--- config.mk ---
export PLATFORM = sky130hd
export DESIGN_NAME = link_hdlc_tx
export DESIGN_NICKNAME = d
export VERILOG_FILES = /design/src/design/link_hdlc_tx_pkg.sv /design/src/design/fcs16_gen.sv /design/src/design/link_zero_stuffer.sv /design/src/design/link_hdlc_tx.sv
export SDC_FILE = /design/constraint.sdc
export NUM_CORES = 1
export LEC_CHECK = 0
export BUFFER_PORTS_ARGS = -buffer_cell sky130_fd_sc_hd__buf_4
export CELL_PAD_IN_SITES_DETAIL_PLACEMENT = 0
export CELL_PAD_IN_SITES_GLOBAL_PLACEMENT = 1
export CORE_ASPECT_RATIO = 0.9
export CORE_MARGIN = 2
export CORE_UTILIZATION = 30
export CTS_CLUSTER_SIZE = 28
export DETAILED_ROUTE_END_ITERATION = 16
export PLACE_DENSITY_LB_ADDON = 0.1
export SETUP_SLACK_MARGIN = 0.15
export SLEW_MARGIN = 10
export SYNTH_ARGS = -nofsm -noshare
export SYNTH_HDL_FRONTEND = slang
export SYNTH_HIERARCHICAL = 1
export SYNTH_SLANG_ARGS = --single-unit
--- constraint.sdc ---
create_clock -name clk -period 6.6 [get_ports clk]
set_clock_uncertainty 0.05 [all_clocks]
set_input_delay 0.33 -clock clk [delete_from_list [all_inputs] [get_ports clk]]
set_output_delay 0.33 -clock clk [all_outputs]
set_load 0.02 [all_outputs]
--- src/design/link_hdlc_tx_pkg.sv ---
package link_hdlc_tx_pkg;

   // ----------------------------------------------------------------
   // register indices and byte addresses
   // ----------------------------------------------------------------
   localparam logic [7:0] REG_CFG_IDX  = 8'h34;
   localparam logic [7:0] REG_STAT_IDX = 8'h35;
   localparam logic [7:0] REG_DATA_IDX = 8'h36;
   localparam logic [7:0] REG_OPT_IDX  = 8'h37;
   localparam logic [7:0] ADDR_CFG     = 8'(REG_CFG_IDX * 4);
   localparam logic [7:0] ADDR_STAT    = 8'(REG_STAT_IDX * 4);
   localparam logic [7:0] ADDR_DATA    = 8'(REG_DATA_IDX * 4);
   localparam logic [7:0] ADDR_OPT     = 8'(REG_OPT_IDX * 4);

   // ----------------------------------------------------------------
   // field positions
   // ----------------------------------------------------------------
   localparam int CFG_EN      = 0;
   localparam int CFG_CRC     = 1;
   localparam int CFG_ABT     = 2;
   localparam int CFG_IRQ_OUTPUT_ENABLE    = 3;
   localparam int CFG_EOM     = 4;
   localparam int STAT_UDR    = 0;
   localparam int STAT_BYTREQ = 1;
   localparam int OPT_ROUTE   = 0;

   // ----------------------------------------------------------------
   // line patterns, lengths and check sequence
   // ----------------------------------------------------------------
   localparam logic [7:0]  PAT_FLAG    = 8'h7e;
   localparam logic [7:0]  PAT_ABORT   = 8'h7f;
   localparam logic [7:0]  PAT_ONES    = 8'hff;
   localparam logic [4:0]  BYTE_BITS   = 5'h08;
   localparam logic [4:0]  FCS_BITS    = 5'h10;
   localparam logic [4:0]  LAST_BIT    = 5'h01;
   localparam logic [2:0]  STUFF_RUN   = 3'h5;
   localparam logic [15:0] CRC_INIT    = 16'hffff;
   localparam logic [15:0] CRC_POLY    = 16'h1021;

   typedef enum logic [6:0] {
      TX_IDLE  = 7'b0000001,
      TX_FLAG  = 7'b0000010,
      TX_DATA  = 7'b0000100,
      TX_FCS   = 7'b0001000,
      TX_ABORT = 7'b0010000,
      TX_UFLAG = 7'b0100000,
      TX_ONES  = 7'b1000000
   } txstate_t;

endpackage

--- src/design/fcs16_gen.sv ---
`timescale 1ns/100ps
`default_nettype none
module fcs16_gen
   import link_hdlc_tx_pkg::*;
(
   input  wire logic        clk,
   input  wire logic        nrst,
   input  wire logic        ce,
   input  wire logic        init,
   input  wire logic        shiftEn,
   input  wire logic        dataBit,
   output logic [15:0]      crcNext
);

   typedef struct packed {
      logic [15:0] crc;
   } fcs_t;

   fcs_t s_r;
   fcs_t s_nxt;

   // ----------------------------------------------------------------
   // serial divider, one data bit per shift
   // ----------------------------------------------------------------
   always_comb begin
      logic [15:0] c;
      logic        fb;
      c  = init ? CRC_INIT : s_r.crc;
      fb = c[15] ^ dataBit;
      if (shiftEn) begin
         c = {c[14:0], 1'b0} ^ (fb ? CRC_POLY : 16'h0000);
      end
      crcNext   = c;
      s_nxt.crc = c;
   end

   always_ff @(posedge clk or negedge nrst) begin
      if (!nrst) begin
         s_r <= '{crc: CRC_INIT};
      end else if (ce) begin
         s_r <= s_nxt;
      end
   end

endmodule
`default_nettype wire

--- src/design/link_zero_stuffer.sv ---
`timescale 1ns/100ps
`default_nettype none
module link_zero_stuffer
   import link_hdlc_tx_pkg::*;
(
   input  wire logic clk,
   input  wire logic nrst,
   input  wire logic ce,
   input  wire logic clr,
   input  wire logic adv,
   input  wire logic countEn,
   input  wire logic sentBit,
   output logic      insertZero
);

   typedef struct packed {
      logic [2:0] run;
   } stuff_t;

   stuff_t s_r;
   stuff_t s_nxt;

   // ----------------------------------------------------------------
   // run of ones since the last zero on the line
   // ----------------------------------------------------------------
   // flags and aborts reset the run, so only data and check bits can trigger a zero
   assign insertZero = (s_r.run == STUFF_RUN);

   always_comb begin
      s_nxt = s_r;
      if (clr) begin
         s_nxt.run = '0;
      end else if (adv) begin
         if (insertZero || !countEn || !sentBit) begin
            s_nxt.run = '0;
         end else begin
            s_nxt.run = s_r.run + 3'h1;
         end
      end
   end

   always_ff @(posedge clk or negedge nrst) begin
      if (!nrst) begin
         s_r <= '{run: '0};
      end else if (ce) begin
         s_r <= s_nxt;
      end
   end

endmodule
`default_nettype wire

--- src/design/link_hdlc_tx.sv ---
// Summary of operation
// - enable sends flags until data, else disabled
// - check enable appends 16-bit check word
// - CCITT polynomial, high order check bit first
// - abort request repeats 11111110 until cleared
// - interrupt enable gates link interrupt output
// - routing option mirrors interrupt onto host pin
// - end mark: check word, then continuous flags
// - end mark self-clears before next packet
// - byte request set on shifter load, cleared by data
// - byte request independent of interrupt enable
// - byte request reads one after reset
// - underrun set when shifter empties without data
// - after underrun send abort, one flag, wait
// - underrun still set: send all-ones idle
// - underrun cleared only by writing zero
// - data bytes sent least significant bit first
//
// Local design decision: the APB register port.
`timescale 1ns/100ps
`default_nettype none
module link_hdlc_tx
   import link_hdlc_tx_pkg::*;
#(
   // byte address width of the register bus
   parameter int ADDR_W = 8
)(
   input  wire logic              clk,
   input  wire logic              nrst,
   input  wire logic              ce,
   input  wire logic [ADDR_W-1:0] paddr,
   input  wire logic              psel,
   input  wire logic              penable,
   input  wire logic              pwrite,
   input  wire logic [31:0]       pwdata,
   output logic [31:0]            prdata,
   output logic                   pready,
   output logic                   pslverr,
   input  wire logic              bitStrobe,
   output logic                   txBit,
   output logic                   linkIrqOut,
   output logic                   hostIrqN
);

   // ----------------------------------------------------------------
   // state
   // ----------------------------------------------------------------
   typedef struct packed {
      txstate_t    st;
      logic [15:0] sh;
      logic [4:0]  cnt;
      // configuration and status
      logic        en;
      logic        crcEn;
      logic        abort_request;
      logic        irq_output_enable;
      logic        end_of_message_mark;
      logic        route;
      logic        underrun_flag;
      logic        held;
      logic [7:0]  dat;
      // registered outputs
      logic        txBit;
      logic [31:0] prdata;
      logic        pready;
      logic        pslverr;
      logic        linkIrq;
      logic        hostIrqN;
   } main_t;

   localparam main_t RESET_STATE = '{
      st:       TX_IDLE,
      sh:       16'h0000,
      cnt:      5'h00,
      en:       1'b0,
      crcEn:    1'b0,
      abort_request:      1'b0,
      irq_output_enable:     1'b0,
      end_of_message_mark:      1'b0,
      route:    1'b0,
      underrun_flag:      1'b0,
      // nothing held, so the byte request reads one
      held:     1'b0,
      dat:      8'h00,
      txBit:    1'b1,
      prdata:   32'h0000_0000,
      pready:   1'b0,
      pslverr:  1'b0,
      linkIrq:  1'b0,
      hostIrqN: 1'b1
   };

   main_t s_r;
   main_t s_nxt;

   logic        stuffNow;
   logic [15:0] crcNext;
   logic        bitTick;
   logic        payloadBit;
   logic        crcInit;

   // ----------------------------------------------------------------
   // helpers
   // ----------------------------------------------------------------
   // anything else answers with a slave error and reads zero
   function automatic logic mapped(input logic [ADDR_W-1:0] a);
      return (a == ADDR_W'(ADDR_CFG)) || (a == ADDR_W'(ADDR_STAT)) ||
             (a == ADDR_W'(ADDR_DATA)) || (a == ADDR_W'(ADDR_OPT));
   endfunction

   // the byte request reaches a pin only while its interrupt is enabled
   function automatic logic reqIrq(input logic held, input logic irq_output_enable);
      return !held && irq_output_enable;
   endfunction

   // a data bit that is not a stuffed zero
   assign bitTick    = bitStrobe && (s_r.st != TX_IDLE);
   assign payloadBit = bitTick && !stuffNow && (s_r.st == TX_DATA);
   // a packet starts when data is loaded at the end of a flag and no abort is requested
   assign crcInit    = bitTick && !stuffNow && (s_r.cnt == LAST_BIT) && !s_r.abort_request &&
                       (s_r.st == TX_FLAG) && s_r.held;

   // ----------------------------------------------------------------
   // zero insertion and check sequence
   // ----------------------------------------------------------------
   // the run clears while idle, so a restart never stuffs a flag
   link_zero_stuffer u_stuff (
      .clk        (clk),
      .nrst       (nrst),
      .ce         (ce),
      .clr        (s_r.st == TX_IDLE),
      .adv        (bitTick),
      .countEn    ((s_r.st == TX_DATA) || (s_r.st == TX_FCS)),
      .sentBit    (s_r.sh[0]),
      .insertZero (stuffNow)
   );

   // the divider restarts when a packet's first byte loads
   fcs16_gen u_fcs (
      .clk     (clk),
      .nrst    (nrst),
      .ce      (ce),
      .init    (crcInit),
      .shiftEn (payloadBit),
      .dataBit (s_r.sh[0]),
      .crcNext (crcNext)
   );

   // ----------------------------------------------------------------
   // next state
   // ----------------------------------------------------------------
   always_comb begin
      logic        setup;
      logic        wr;
      logic        wrData;
      logic [31:0] rd;
      s_nxt  = s_r;
      setup  = psel && !penable;
      wr     = psel && penable && s_r.pready && pwrite;
      wrData = wr && (paddr == ADDR_W'(ADDR_DATA));
      rd     = 32'h0000_0000;

      // ------------------------------------------------------------
      // register bus: read data and ready are prepared in setup
      // ------------------------------------------------------------
      unique case (1'b1)
         (paddr == ADDR_W'(ADDR_CFG)): begin
            rd[CFG_EN]   = s_r.en;
            rd[CFG_CRC]  = s_r.crcEn;
            rd[CFG_ABT]  = s_r.abort_request;
            rd[CFG_IRQ_OUTPUT_ENABLE] = s_r.irq_output_enable;
            rd[CFG_EOM]  = s_r.end_of_message_mark;
         end
         (paddr == ADDR_W'(ADDR_STAT)): begin
            rd[STAT_UDR]    = s_r.underrun_flag;
            rd[STAT_BYTREQ] = !s_r.held;
         end
         (paddr == ADDR_W'(ADDR_DATA)): begin
            rd[7:0] = s_r.dat;
         end
         (paddr == ADDR_W'(ADDR_OPT)): begin
            rd[OPT_ROUTE] = s_r.route;
         end
         default: begin
            rd = 32'h0000_0000;
         end
      endcase
      // zero wait states: the answer is registered in the setup cycle
      s_nxt.pready  = setup;
      s_nxt.pslverr = setup && !mapped(paddr);
      s_nxt.prdata  = setup ? rd : 32'h0000_0000;

      // ------------------------------------------------------------
      // register writes
      // ------------------------------------------------------------
      if (wr) begin
         unique case (1'b1)
            (paddr == ADDR_W'(ADDR_CFG)): begin
               s_nxt.en    = pwdata[CFG_EN];
               s_nxt.crcEn = pwdata[CFG_CRC];
               s_nxt.abort_request   = pwdata[CFG_ABT];
               s_nxt.irq_output_enable  = pwdata[CFG_IRQ_OUTPUT_ENABLE];
               s_nxt.end_of_message_mark   = pwdata[CFG_EOM];
            end
            (paddr == ADDR_W'(ADDR_STAT)): begin
               if (!pwdata[STAT_UDR]) begin
                  s_nxt.underrun_flag = 1'b0;
               end
            end
            (paddr == ADDR_W'(ADDR_DATA)): begin
               s_nxt.dat  = pwdata[7:0];
               // pending until the shifter takes it
               s_nxt.held = 1'b1;
            end
            (paddr == ADDR_W'(ADDR_OPT)): begin
               s_nxt.route = pwdata[OPT_ROUTE];
            end
            default: begin
               s_nxt.en = s_r.en;
            end
         endcase
      end

      // ------------------------------------------------------------
      // serial side, one line bit per strobe
      // ------------------------------------------------------------
      // disable cuts any unit at once and the line idles high
      if (!s_r.en) begin
         s_nxt.st  = TX_IDLE;
         s_nxt.cnt = 5'h00;
         if (bitStrobe) begin
            s_nxt.txBit = 1'b1;
         end
      end else if (s_r.st == TX_IDLE) begin
         // start on a whole flag so the far end never sees a cut unit
         s_nxt.st  = TX_FLAG;
         s_nxt.sh  = {8'h00, PAT_FLAG};
         s_nxt.cnt = BYTE_BITS;
         if (bitStrobe) begin
            s_nxt.txBit = 1'b1;
         end
      end else if (bitStrobe) begin
         if (stuffNow) begin
            s_nxt.txBit = 1'b0;
         end else begin
            s_nxt.txBit = s_r.sh[0];
            s_nxt.sh    = s_r.sh >> 1;
            s_nxt.cnt   = s_r.cnt - LAST_BIT;
            if (s_r.cnt == LAST_BIT) begin
               // aborts take the place of whatever would follow the unit
               if (s_r.abort_request) begin
                  s_nxt.st  = TX_ABORT;
                  s_nxt.sh  = {8'h00, PAT_ABORT};
                  s_nxt.cnt = BYTE_BITS;
               end else begin
                  unique case (s_r.st)
                     TX_FLAG, TX_DATA: begin
                        if (s_r.held) begin
                           s_nxt.st   = TX_DATA;
                           s_nxt.sh   = {8'h00, s_r.dat};
                           s_nxt.cnt  = BYTE_BITS;
                           // a write on the load edge stays pending for the next unit
                           s_nxt.held = wrData;
                           s_nxt.end_of_message_mark  = (s_r.st == TX_FLAG) ? 1'b0 : s_nxt.end_of_message_mark;
                        end else if (s_r.st == TX_FLAG) begin
                           s_nxt.sh  = {8'h00, PAT_FLAG};
                           s_nxt.cnt = BYTE_BITS;
                        end else if (s_r.end_of_message_mark) begin
                           s_nxt.end_of_message_mark = 1'b0;
                           if (s_r.crcEn) begin
                              s_nxt.st  = TX_FCS;
                              // complemented and reversed so bit 15 leaves first
                              s_nxt.sh  = {<<{~crcNext}};
                              s_nxt.cnt = FCS_BITS;
                           end else begin
                              s_nxt.st  = TX_FLAG;
                              s_nxt.sh  = {8'h00, PAT_FLAG};
                              s_nxt.cnt = BYTE_BITS;
                           end
                        end else begin
                           // assigned after the bus clear, so a same-cycle set wins
                           s_nxt.underrun_flag = 1'b1;
                           s_nxt.st  = TX_ABORT;
                           s_nxt.sh  = {8'h00, PAT_ABORT};
                           s_nxt.cnt = BYTE_BITS;
                        end
                     end
                     TX_FCS: begin
                        s_nxt.st  = TX_FLAG;
                        s_nxt.sh  = {8'h00, PAT_FLAG};
                        s_nxt.cnt = BYTE_BITS;
                     end
                     TX_ABORT: begin
                        s_nxt.st  = s_r.underrun_flag ? TX_UFLAG : TX_FLAG;
                        s_nxt.sh  = {8'h00, PAT_FLAG};
                        s_nxt.cnt = BYTE_BITS;
                     end
                     TX_UFLAG, TX_ONES: begin
                        // a clear that lands here resumes with flags first
                        s_nxt.st  = s_r.underrun_flag ? TX_ONES : TX_FLAG;
                        s_nxt.sh  = {8'h00, (s_r.underrun_flag ? PAT_ONES : PAT_FLAG)};
                        s_nxt.cnt = BYTE_BITS;
                     end
                     // not reached: disable and idle are handled above
                     TX_IDLE: begin
                        s_nxt.st = TX_IDLE;
                     end
                  endcase
               end
            end
         end
      end

      // ------------------------------------------------------------
      // interrupt outputs, registered so both pins are glitch free
      // ------------------------------------------------------------
      s_nxt.linkIrq  = reqIrq(s_nxt.held, s_nxt.irq_output_enable);
      s_nxt.hostIrqN = !(reqIrq(s_nxt.held, s_nxt.irq_output_enable) && s_nxt.route);
   end

   // ----------------------------------------------------------------
   // state register
   // ----------------------------------------------------------------
   // the clock enable freezes everything, bus answers included
   always_ff @(posedge clk or negedge nrst) begin
      if (!nrst) begin
         s_r <= RESET_STATE;
      end else if (ce) begin
         s_r <= s_nxt;
      end
   end

   // ----------------------------------------------------------------
   // outputs
   // ----------------------------------------------------------------
   assign prdata     = s_r.prdata;
   assign pready     = s_r.pready;
   assign pslverr    = s_r.pslverr;
   assign txBit      = s_r.txBit;
   assign linkIrqOut = s_r.linkIrq;
   assign hostIrqN   = s_r.hostIrqN;

endmodule
`default_nettype wire

==> impl_results.md, run 1 <==
* Post-synth top area share at 0.304
* Max clock buf depth at 2
* Crit path kind: reg -> reg
* Adder-cell share of the synthesized area at 0.0107
* Post-Synthesis Cells at 475
* Post-synthesis async set-or-reset flop share at 1.00
* Worst slew pin tran at between 1 and 1.5 ns
* ANT nets after route at 0
* Count leader, synth: dfrtp_1
* Worst Path Max Fanout at 22
* Min-delay worst type: in -> reg
* Worst R2R Setup Slack at 3.40 ns
* Worst IR Drop VDD at 0.000134 V
* Post-place setup slack at 3.40 ns
* Multiplexer share of the synthesized area at 0.0830
* CTS sink count at between 70 and 80
* DRT Pass-1 Iters at 5
* Reg power frac at 0.424
* Sw Share at 0.253
* Clock Latency Late Sink at 0.34 ns
* Starting density of the core at 0.306
* DRC at 0
* Leak at 2.38 nW
* Vias per cell at around 5.2
* Endpoint class of the critical path: register
* Port bufs at 35
* Startpoint types: register
* DIE AREA at roughly 0.017 sq mm
* Seq cells post-synth at 76
* # diodes at 0
* GRT Resource Usage Total at 0.159
* Routed WL at 12400 um
* Resize count post-CTS at 0
* GP Congestion at around 0.79
* Reg2reg start: s_r[54]$_DFFE_PN0P_
* Post-synth EDFFs at 0
* CTS HTree Levels at 3
* Synth unique cells at 71
* Hold endpoint: txBit$_DFFE_PN1P_
* CP Data Required Time at 6.78 ns
* WP data arrival at 3.39 ns
* Synth Area in Compound Gates at 0.197
* Mapped Area at 0.00469 sq mm
* Gr ovfl total at 0
* Initial antenna violation count at 0
* Setup violators final at 0
* Relative slew slack at 0.278
* Pin count of the biggest net entering global routing at 45
* Yosys top cell by area: dfrtp_1
* Hold Startpoint: bitStrobe
* Largest cells by area after synthesis: dfrtp_1 30%, dfstp_2 11%, mux2_2 6.5%
* Combinational share of power at 0.152
* DP HPWL at 8720 um
* # rows at 43
* Psw at 340 uW
* Final Hold Vio Count at 0
* Max cap viols at 0
* Core ar. at 0.0153 sq mm
* Critical R2R Capture: s_r[58]$_DFFE_PN0P_
* Largest family of logic cells by synthesized area: compound AO/OA/AOI/OAI gates
* Setup ws final at 3.40 ns
* XOR/XNOR share of the synthesized area at 0.0131
* Register area at 0.00193 sq mm
* DRT iter0 DRCs at 220
* Layout area overhead at 12.6%
* CTS tree: done
* Synth Area in Simple Gates at 0.184
* Layout cells sized above 1 at 0.242
* Die height at 123 um
* Sum Neg Setup Slack at 0 ns
* Average cell area after synthesis at 9.86 sq um
* Post-synth top flop: dfrtp_1
* Fill cells at approximately 1600
* Total Nets Final at 537
* Worst hold stages at 2
* Sequential fraction of the synthesis area at 0.411
* Clock network power share at 0.424
* Final slew viol count at 0
* Via Count at 3635
* RSZ-0062 raised after global routing: no
* Status: finished, final reports clean
* Warnings from Yosys at 6
* Clock transition at path regs at 0.06 ns
* P_int at 1.01 mW
* Number of global-route vias before repair at 3562
* Routed len/inst at ~18 um
* Post-synth top cells: 57 x dfrtp_1, 39 x nand2_1, 33 x buf_4, 27 x mux2_2, 23 x o21ai_0
* TritonCTS buffer count at 9
* Final period util at 0.485
* Die width at 136 um
* Multi-input logic area at 0.00239 sq mm
* Min Tclk post-route at 3.20 ns
* PD cells at 255 mW/mm^2
* R2R cell count at 12
* I/O Pins at 84
* Clock root buffer: clkbuf_16
* Fmax at 312 MHz
* First-pass GRT wire length at 20200 um
[power by group through the flow]
stage / logic, mW / clock network (mW) / registers, mW
after floorplan: 0.166 / 0 / 0.568
after global placement: 0.205 / 0 / 0.578
after detailed placement: 0.208 / 0 / 0.579
after CTS: 0.209 / 0.589 / 0.571
after global routing: 0.230 / 0.606 / 0.580
final: 0.205 / 0.571 / 0.571
[flip-flops by register name (all words and copies together) (netlist names)]
signal	cells
hostIrqN	1
linkIrqOut	1
prdata	8
pready	1
pslverr	1
s_r	44
txBit	1
u_fcs/s_r	16
u_stuff/s_r	3
[worst max-delay path: stages (launching register included)]
cell and delay (ns):
dfrtp_1 0.39, inv_1 0.08, ha_1 0.20, nor4b_2 0.45, nand2_1 0.42, nor3_2 0.27
buf_4 0.29, a211o_1 0.16, nand2b_1 0.10, a211oi_1 0.06, a211oi_1 0.21, o21ai_0 0.14
a32o_1 0.26
[final cells by class]
| type | count | share of cell area |
|---|---|---|
| Multi-Input combinational cell | 341 | 0.453 |
| Sequential cell | 76 | 0.365 |
| Timing Repair Buffer | 39 | 0.0560 |
| Tap cell | 202 | 0.0479 |
| Clock buffer | 9 | 0.0427 |
| Clock inverter | 7 | 0.0218 |
| Inverter | 19 | 0.0135 |
[metrics by stage]
step / hold WS, ns / utilization / area, sq um / power (mW) / cells
2_1_floorplan: -0.0156 / - / 4770 / 0.734 / 498
3_3_place_gp: 0.271 / 0.321 / 4920 / 0.782 / 676
3_5_place_dp: 0.267 / 0.321 / 4920 / 0.787 / 676
4_1_cts: 0.0976 / 0.344 / 5270 / 1.37 / 693
5_1_grt: 0.116 / 0.344 / 5280 / 1.42 / 693
6_report: 0.116 / 0.344 / 5280 / 1.35 / 693
[logic make-up after synthesis]
kind of cell,Yosys count
AO/OA/AOI/OAI,124
XOR/XNOR,7
adder cells (fa/ha/maj),4
buffers and inverters,81
flip-flops,76
multiplexers,35
other,1
AND/OR/NAND/NOR,147
[layout by cell type (no fill, tap or decap), drive strengths merged, types with 9 or more instances in the layout]
master,synthesis,final
nor2,21,21
conb,1,24
mux2,28,28
clkbuf,16,9
dfrtp,57,57
nand2,39,39
buf,46,38
a21oi,10,10
nor3,10,10
dfstp,19,19
o21ai,28,28
nor2b,18,18
inv,19,19
a211o,13,13
[worst max path at each step]
stage	from	end	slack, ns	cells past startpoint
after global routing	s_r[54]$_DFFE_PN0P_	s_r[58]$_DFFE_PN0P_	3.09	12
after floorplan	s_r[54]$_DFFE_PN0P_	s_r[58]$_DFFE_PN0P_	3.89	13
after CTS	s_r[54]$_DFFE_PN0P_	s_r[58]$_DFFE_PN0P_	3.37	12
after global placement	s_r[54]$_DFFE_PN0P_	s_r[58]$_DFFE_PN0P_	3.40	12
final	s_r[54]$_DFFE_PN0P_	s_r[58]$_DFFE_PN0P_	3.40	12
after detailed placement	s_r[54]$_DFFE_PN0P_	s_r[58]$_DFFE_PN0P_	3.40	12
[layer usage]
metal,wire length [um],part of all wire,up-vias,track usage
li1,-,-,1718,-
met1,6390,0.52,1830,0.237
met2,5290,0.43,76,0.226
met3,516,0.042,11,0.0438
met4,155,0.013,0,0.0423
met5,0,0,-,0
[repair_timing]
action                    CTS  global route
buffers inserted            0             0
hold buffers                1             0
hold endpoints to repair   18             0
Note: power is estimated with default switching activity, not from simulation.
==> inputs of run 2 (changes only) <==
==> constraint.sdc (replaced) <==
create_clock -name clk -period 3.2 [get_ports clk]
set_clock_uncertainty 0.05 [all_clocks]
set_input_delay 0.16 -clock clk [delete_from_list [all_inputs] [get_ports clk]]
set_output_delay 0.16 -clock clk [all_outputs]
set_load 0.02 [all_outputs]
==> run 2 against run 1 <==
  * Largest power group unchanged
  * Maximum frequency grew 19%
  * Utilization grew 1.2 points
  * Sequential cell count is the same
  * Combinational power grew 110%
  * Highest routed layer unchanged
==> impl_results.md, run 2 (synthesized netlist as in run 1, its figures left out) <==
* Postcts setup bufs at 0
* DRT Pass-1 Iters at 4
* TritonCTS buffer count at 9
* Final Hold Vio Count at 0
* Initial antenna violation count at 0
* GRT Resource Usage Total at 0.164
* Routed WL at about 13000 um
* First-pass GRT wire length at 20500 um
* DRC at 0
* # diodes at 0
* # rows at 43
* Min-delay worst type: in -> reg
* Starting density of the core at 0.306
* Layout area overhead at 16.5%
* Clock Latency Late Sink at about 0.35 ns
* WP data arrival at 2.88 ns
* Via Count at ~3600
* Number of global-route vias before repair at 3554
* Pwr Total at around 2.8 mW
* Die height at 123 um
* Die width at 136 um
* Largest register by flop count: s_r
* Bufs and invs on worst path at 1
* Routed len/inst at 17.7 um
* Total Nets Final at 557
* Sum Neg Setup Slack at 0 ns
* Layout cells sized above 1 at 0.258
* RSZ-0062 raised after global routing: no
* CP top delay family: simple AND/OR/NAND/NOR gates
* Reg2reg start: u_stuff/s_r[0]$_DFFE_PN0P_
* Leak at roughly 2.5 nW
* Max cap viols at 0
* Crit path kind: reg -> reg
* Clock transition at path regs at approximately 0.060 ns
* Final slew viol count at 0
* Post-place setup slack at 0.312 ns
* Setup violators final at 0
* Gr ovfl total at 0
* Cell chain of the critical path: ha_1, and2_1, nand2b_2, nor2_4, buf_12, or4b_1, o311a_1, o41ai_1
* GP Congestion at 0.811
* Setup ws final at 0.508 ns
* Clock root buffer: clkbuf_16
* Hold Startpoint: pwdata[1]
* Min Tclk post-route at roughly 2.7 ns
* CTS HTree Levels at 3
* Final Util at 0.356
* DRT iter0 DRCs at 231
* ANT nets after route at 0
* Max clock buf depth at 2
* Relative slew slack at 0.312
* DIE AREA at about 0.017 sq mm
* Vias per cell at 5.10
* CTS sink count at 76
* Port bufs at 35
* Worst IR Drop VDD at 0.000249 V
* Startpoint types: register
* Crit path from: u_stuff/s_r[0]$_DFFE_PN0P_
* CP max stage cell: or4b_1
* Fmax at 371 MHz
* CTS tree: done
* Status: finished, final reports clean
* Largest register FFs at 44
* I/O Pins at 84
* Endpoint class of the critical path: register
* PD cells at 513 mW/mm^2
* Core ar. at 0.0153 sq mm
* Fill cells at 1554
* Most frequent cells in the layout: 57 x dfrtp_1, 50 x buf_4, 39 x nand2_1
* Final period util at 0.841
* DP HPWL at 8830 um
* Pin count of the biggest net entering global routing at 77
* Worst Path Max Fanout at 23
* Worst slew pin tran at 1.03 ns
* Max stage delay on crit path at 0.44 ns
* Commonest non-fill, non-tap cell in the layout: dfrtp_1
* CP Data Required Time at 3.39 ns
-- run 2: cell types whose count changed in the layout (fill, tap and decap cells not counted), sizes merged --
cell,previous run,this run
buf,38,51
dlygate4sd3,1,8
-- run 2: routing by layer --
layer | vias to the layer above | share of wire | track usage
li1 | 1758 | - | -
met1 | 1782 | 0.51 | 0.240
met2 | 79 | 0.43 | 0.236
met3 | 18 | 0.047 | 0.0355
met4 | 0 | 0.020 | 0.0592
met5 | - | 0 | 0
-- run 2: what timing repair did --
item	in CTS	in global routing
setup endpoints to repair	0	3
hold endpoints to repair	64	0
hold buffers	8	0
resized for setup	0	2
-- run 2: path summary, 6_finish.rpt --
kind,endpoint,slack (ns),cells after the start
worst max-delay path,s_r[73]$_DFFE_PN0P_,0.51,8
worst min-delay path,s_r[38]$_DFFE_PN0P_,0.01,2
worst max register to register,s_r[73]$_DFFE_PN0P_,0.51,8
worst min register to register,hostIrqN$_DFFE_PN1P_,0.44,2
max in group asynchronous,s_r[37]$_DFFE_PN0P_,1.94,2
min in group asynchronous,u_stuff/s_r[0]$_DFFE_PN0P_,0.46,2
-- run 2: worst reg2reg max path, delay by kind of cell, from the launching register on --
family | cells | cell delay [ns]
AO/OA/AOI/OAI | 2 | 0.52
buffers and inverters | 1 | 0.19
adder cells (fa/ha/maj) | 1 | 0.23
AND/OR/NAND/NOR | 4 | 1.18
flip-flops | 1 | 0.41
-- run 2: through the flow --
stage / hold WS, ns / cells / instance area (sq um)
floorplan: -0.186 / 498 / 4770
finish: 0.0113 / 713 / 5460
CTS: 0.00370 / 713 / 5450
global placement: 0.291 / 689 / 5030
detailed placement: 0.301 / 689 / 5030
global route: 0.0123 / 713 / 5460
-- run 2: layout make-up --
cell class / count / area, sq um / share of cell area
inverters: 19 / 71.3 / 0.0131
clock inverters: 7 / 115 / 0.0211
multi-input cells: 341 / 2390 / 0.438
repair buffers: 59 / 475 / 0.0871
well taps: 202 / 253 / 0.0463
clock buffers: 9 / 225 / 0.0413
flip-flops and latches: 76 / 1930 / 0.353
-- run 2: power by group --
part | leakage [nW] | switching, mW | total [mW] | internal (mW)
Clock | 0.161 | 0.426 | 1.18 | 0.759
Sequential | 0.986 | 0.0740 | 1.18 | 1.11
Combinational | 1.32 | 0.214 | 0.435 | 0.221
==> inputs of run 3 (changes only) <==
--- a/config.mk
+++ b/config.mk
@@ -5,6 +5,7 @@
 export SDC_FILE = /design/constraint.sdc
 export NUM_CORES = 1
 export LEC_CHECK = 0
+export ABC_AREA = 1
 export BUFFER_PORTS_ARGS = -buffer_cell sky130_fd_sc_hd__buf_4
 export CELL_PAD_IN_SITES_DETAIL_PLACEMENT = 0
 export CELL_PAD_IN_SITES_GLOBAL_PLACEMENT = 1
==> constraint.sdc (replaced) <==
create_clock -name clk -period 2.4 [get_ports clk]
set_clock_uncertainty 0.05 [all_clocks]
set_input_delay 0.12 -clock clk [delete_from_list [all_inputs] [get_ports clk]]
set_output_delay 0.12 -clock clk [all_outputs]
set_load 0.02 [all_outputs]
==> run 3 against run 2 <==
  * The flow now finishes with violations (setup timing)
  * Largest cell class unchanged
  * Utilization rose by 6.3 points
  * Sequential share of layout area fell by 6.9 points
  * Non-clock buffer count rose by 86
  * Register-to-register slack got worse by 0.61 ns
  * Clock power rose by 28%
  * Worst setup slack got worse by 0.61 ns
  * Total power rose by 120%
  * Largest power group is now combinational cells
  * Synthesized cell count rose by 47%
==> impl_results.md, run 3 <==
* Via Count at 4701
* Metal2 WL at 6860 um
* Post-synth EDFFs at 0
* Vias per cell at ~4.5
* Largest register FFs at 44
* Min Tclk post-route at 2.51 ns
* Critical Path End: s_r[61]$_DFFE_PN0P_
* # diodes at 0
* Yosys top cell by area: dfrtp_1
* Final Instance Area at roughly 0.0068 sq mm
* PD cells at 897 mW/mm^2
* WP data arrival at 2.71 ns
* Status: finished with violations
* Core ar. at 0.0162 sq mm
* TritonCTS buffer count at 9
* Final Util at 0.419
* GRT Resource Usage Total at 0.176
* First-pass GRT wire length at 24600 um
* Seq cells post-synth at 76
* Top routing layer used: met4
* R2R cell count at 23
* Reg2reg start: s_r[54]$_DFFE_PN0P_
* Endpoint class of the critical path: register
* Min-delay worst type: in -> reg
* Startpoint types: register
* DRC at 0
* Routed WL at 14900 um
* Gr ovfl total at 0
* Layout cells sized above 1 at 0.344
* Sequential fraction of the synthesis area at 0.388
* Mapped Area at 0.00496 sq mm
* Warnings from Yosys at 6
* Port bufs at 35
* Leak at 3.30 nW
* Fmax at roughly 400 MHz
* Post-synth top cells: 220 x nand2_1, 71 x inv_1, 57 x dfrtp_1, 50 x nor2_1, 47 x nand3_1
* Initial antenna violation count at 0
* Largest cells by area after synthesis: dfrtp_1 29%, nand2_1 17%, dfstp_2 10%
* Pwr Total at 6.08 mW
* Starting density of the core at 0.307
* Average cell area after synthesis at between 7 and 8 sq um
* CP Data Required Time at 2.60 ns
* Largest register by flop count: s_r
* Most frequent cells in the layout: 204 x nand2_1, 116 x buf_4, 65 x inv_1
* Post-synth top flop: dfrtp_1
* Worst Path Max Fanout at 3
* DIE AREA at 0.0176 sq mm
* Cells after DPL at 980
* Crit path kind: reg -> reg
* Max clock buf depth at 2
* RSZ-0062 raised after global routing: yes
* Die height at 126 um
* Count leader, synth: nand2_1
* CTS sink count at 76
* Synth unique cells at 45
* Worst slew pin tran at 0.583 ns
* Fin cells at just over 1000
* Fill cells at 1686
* Hold Startpoint: pwdata[0]
* Die width at 140 um
* Cell chain of the critical path: inv_2, ha_4, nand2_4, nor2_4, inv_4, nor2_8, inv_4, nor3_4, nor2_2, nand2_2, nand2_2, buf_4, nand3_1, and2_1, nand2_1, nor2_1, nand3_1, nand3_1, nand2_1, nand2_1, nand3_1, nand2_1, inv_1
* CP max stage cell: dfrtp_1
* Commonest non-fill, non-tap cell in the layout: nand2_1
* ANT nets after route at 0
* Post-synthesis async set-or-reset flop share at 1.00
* Crit path from: s_r[54]$_DFFE_PN0P_
* Clock transition at path regs at 0.07 ns
* Setup violators final at 9
* DRT iter0 DRCs at 188
* Relative slew slack at 0.611
* Sum Neg Setup Slack at -0.579 ns
* Clock root buffer: clkbuf_16
* Post-synth top area share at 0.287
* Failing checks: setup timing
* Worst R2R Setup Slack at -0.11 ns
* Final period util at 1.04
* Pin count of the biggest net entering global routing at 43
* CTS tree: done
* Placed cell areas at 0.00583 sq mm
* Setup ws final at -0.107 ns
* Routed len/inst at roughly 14 um
* GP Congestion at 0.796
* I/O Pins at 84
* CTS HTree Levels at 3
* M1 WL at 7420 um
* Met3 WL post-DR at 389 um
* Worst IR Drop VDD at 0.000490 V
* DRT Pass-1 Iters at 5
* Layout area overhead at 36.5%
* Clock Latency Late Sink at 0.35 ns
* Max stage delay on crit path at approximately 0.37 ns
* Number of global-route vias before repair at 4729
* Post-Synthesis Cells at 696
* # rows at between 40 and 50
* Final slew viol count at 0
* Max cap viols at 0
* Final Hold Vio Count at 0
* DP HPWL at 11100 um
* Critical R2R Capture: s_r[61]$_DFFE_PN0P_
* Total Nets Final at 874
[run 3: cell types whose count changed after synthesis, moves of 9 or more]
cell,delta
nand2_2,+10
mux2_2,-26
inv_1,+52
nor2_2,+13
clkbuf_1,-9
nor2b_1,-18
nand3_1,+41
a211o_1,-13
inv_2,+11
o21ai_0,+20
nand2_1,+181
nor2_1,+29
[run 3: repair_timing]
item / 4_1_cts / 5_1_grt
hold endpoints to repair: 38 / 0
pin swaps: 40 / 41
hold buffers: 8 / 0
resized for setup: 35 / 57
endpoints found under the setup margin: 16 / 26
setup buffers: 21 / 10
[run 3: kinds of logic after synthesis]
| kind of cell | after synthesis | synth area share |
|---|---|---|
| AOI/OAI and AO/OA | 95 | 0.111 |
| xor gates and xnor gates | 3 | 0.00529 |
| adders and majority gates | 4 | 0.0101 |
| buffers and inverters | 134 | 0.133 |
| DFF | 76 | 0.388 |
| muxes | 2 | 0.00428 |
| other | 1 | 0.000755 |
| and+or+nand+nor | 381 | 0.348 |
[run 3: final cells by class]
class | instances | area [sq um] | share of cell area
Multi-Input combinational cell | 509 | 2720 | 0.402
Sequential cell | 76 | 1930 | 0.284
Clock inverter | 6 | 87.6 | 0.0129
Inverter | 82 | 318 | 0.0469
Clock buffer | 10 | 239 | 0.0353
Tap cell | 207 | 259 | 0.0382
Timing Repair Buffer | 145 | 1230 | 0.181
[run 3: worst min-delay path by stage]
stage               cells after the start                endpoint  slack [ns]
floorplan                               0  linkIrqOut$_DFFE_PN0P_       -0.23
global placement                        1     pslverr$_DFFE_PN0P_        0.11
detailed placement                      1   prdata[0]$_DFFE_PN0P_        0.12
CTS                                     3     s_r[43]$_DFFE_PN0P_       0.001
global route                            3     s_r[37]$_DFFE_PN0P_        0.03
finish                                  3     s_r[37]$_DFFE_PN0P_       0.008
[run 3: through the flow]
stage	setup WS (ns)	hold slack, ns
floorplan	-0.0707	-0.226
global placement	-0.394	0.112
detailed placement	-0.342	0.120
CTS	-0.206	0.00102
global route	-0.366	0.0297
finish	-0.107	0.00751
[run 3: routing by layer]
| metal | global-route usage | up-vias |
|---|---|---|
| met5 | 0 | - |
| met4 | 0.0500 | 0 |
| met3 | 0.0312 | 11 |
| met2 | 0.281 | 61 |
| met1 | 0.247 | 2212 |
| li1 | - | 2417 |
[run 3: where the power goes]
| part | switching [mW] | internal [mW] | leakage, nW | total, mW |
|---|---|---|---|---|
| Combinational | 1.49 | 1.27 | 2.26 | 2.76 |
| Clock | 0.572 | 0.937 | 0.152 | 1.51 |
| Sequential | 0.215 | 1.60 | 0.889 | 1.81 |
[run 3: worst max-delay path: cells and delay by family, from the launching register on]
| family | cells | cell delay, ns |
|---|---|---|
| DFF | 1 | 0.37 |
| buffers and inverters | 5 | 0.34 |
| adders and majority gates | 1 | 0.13 |
| and+or+nand+nor | 17 | 1.51 |
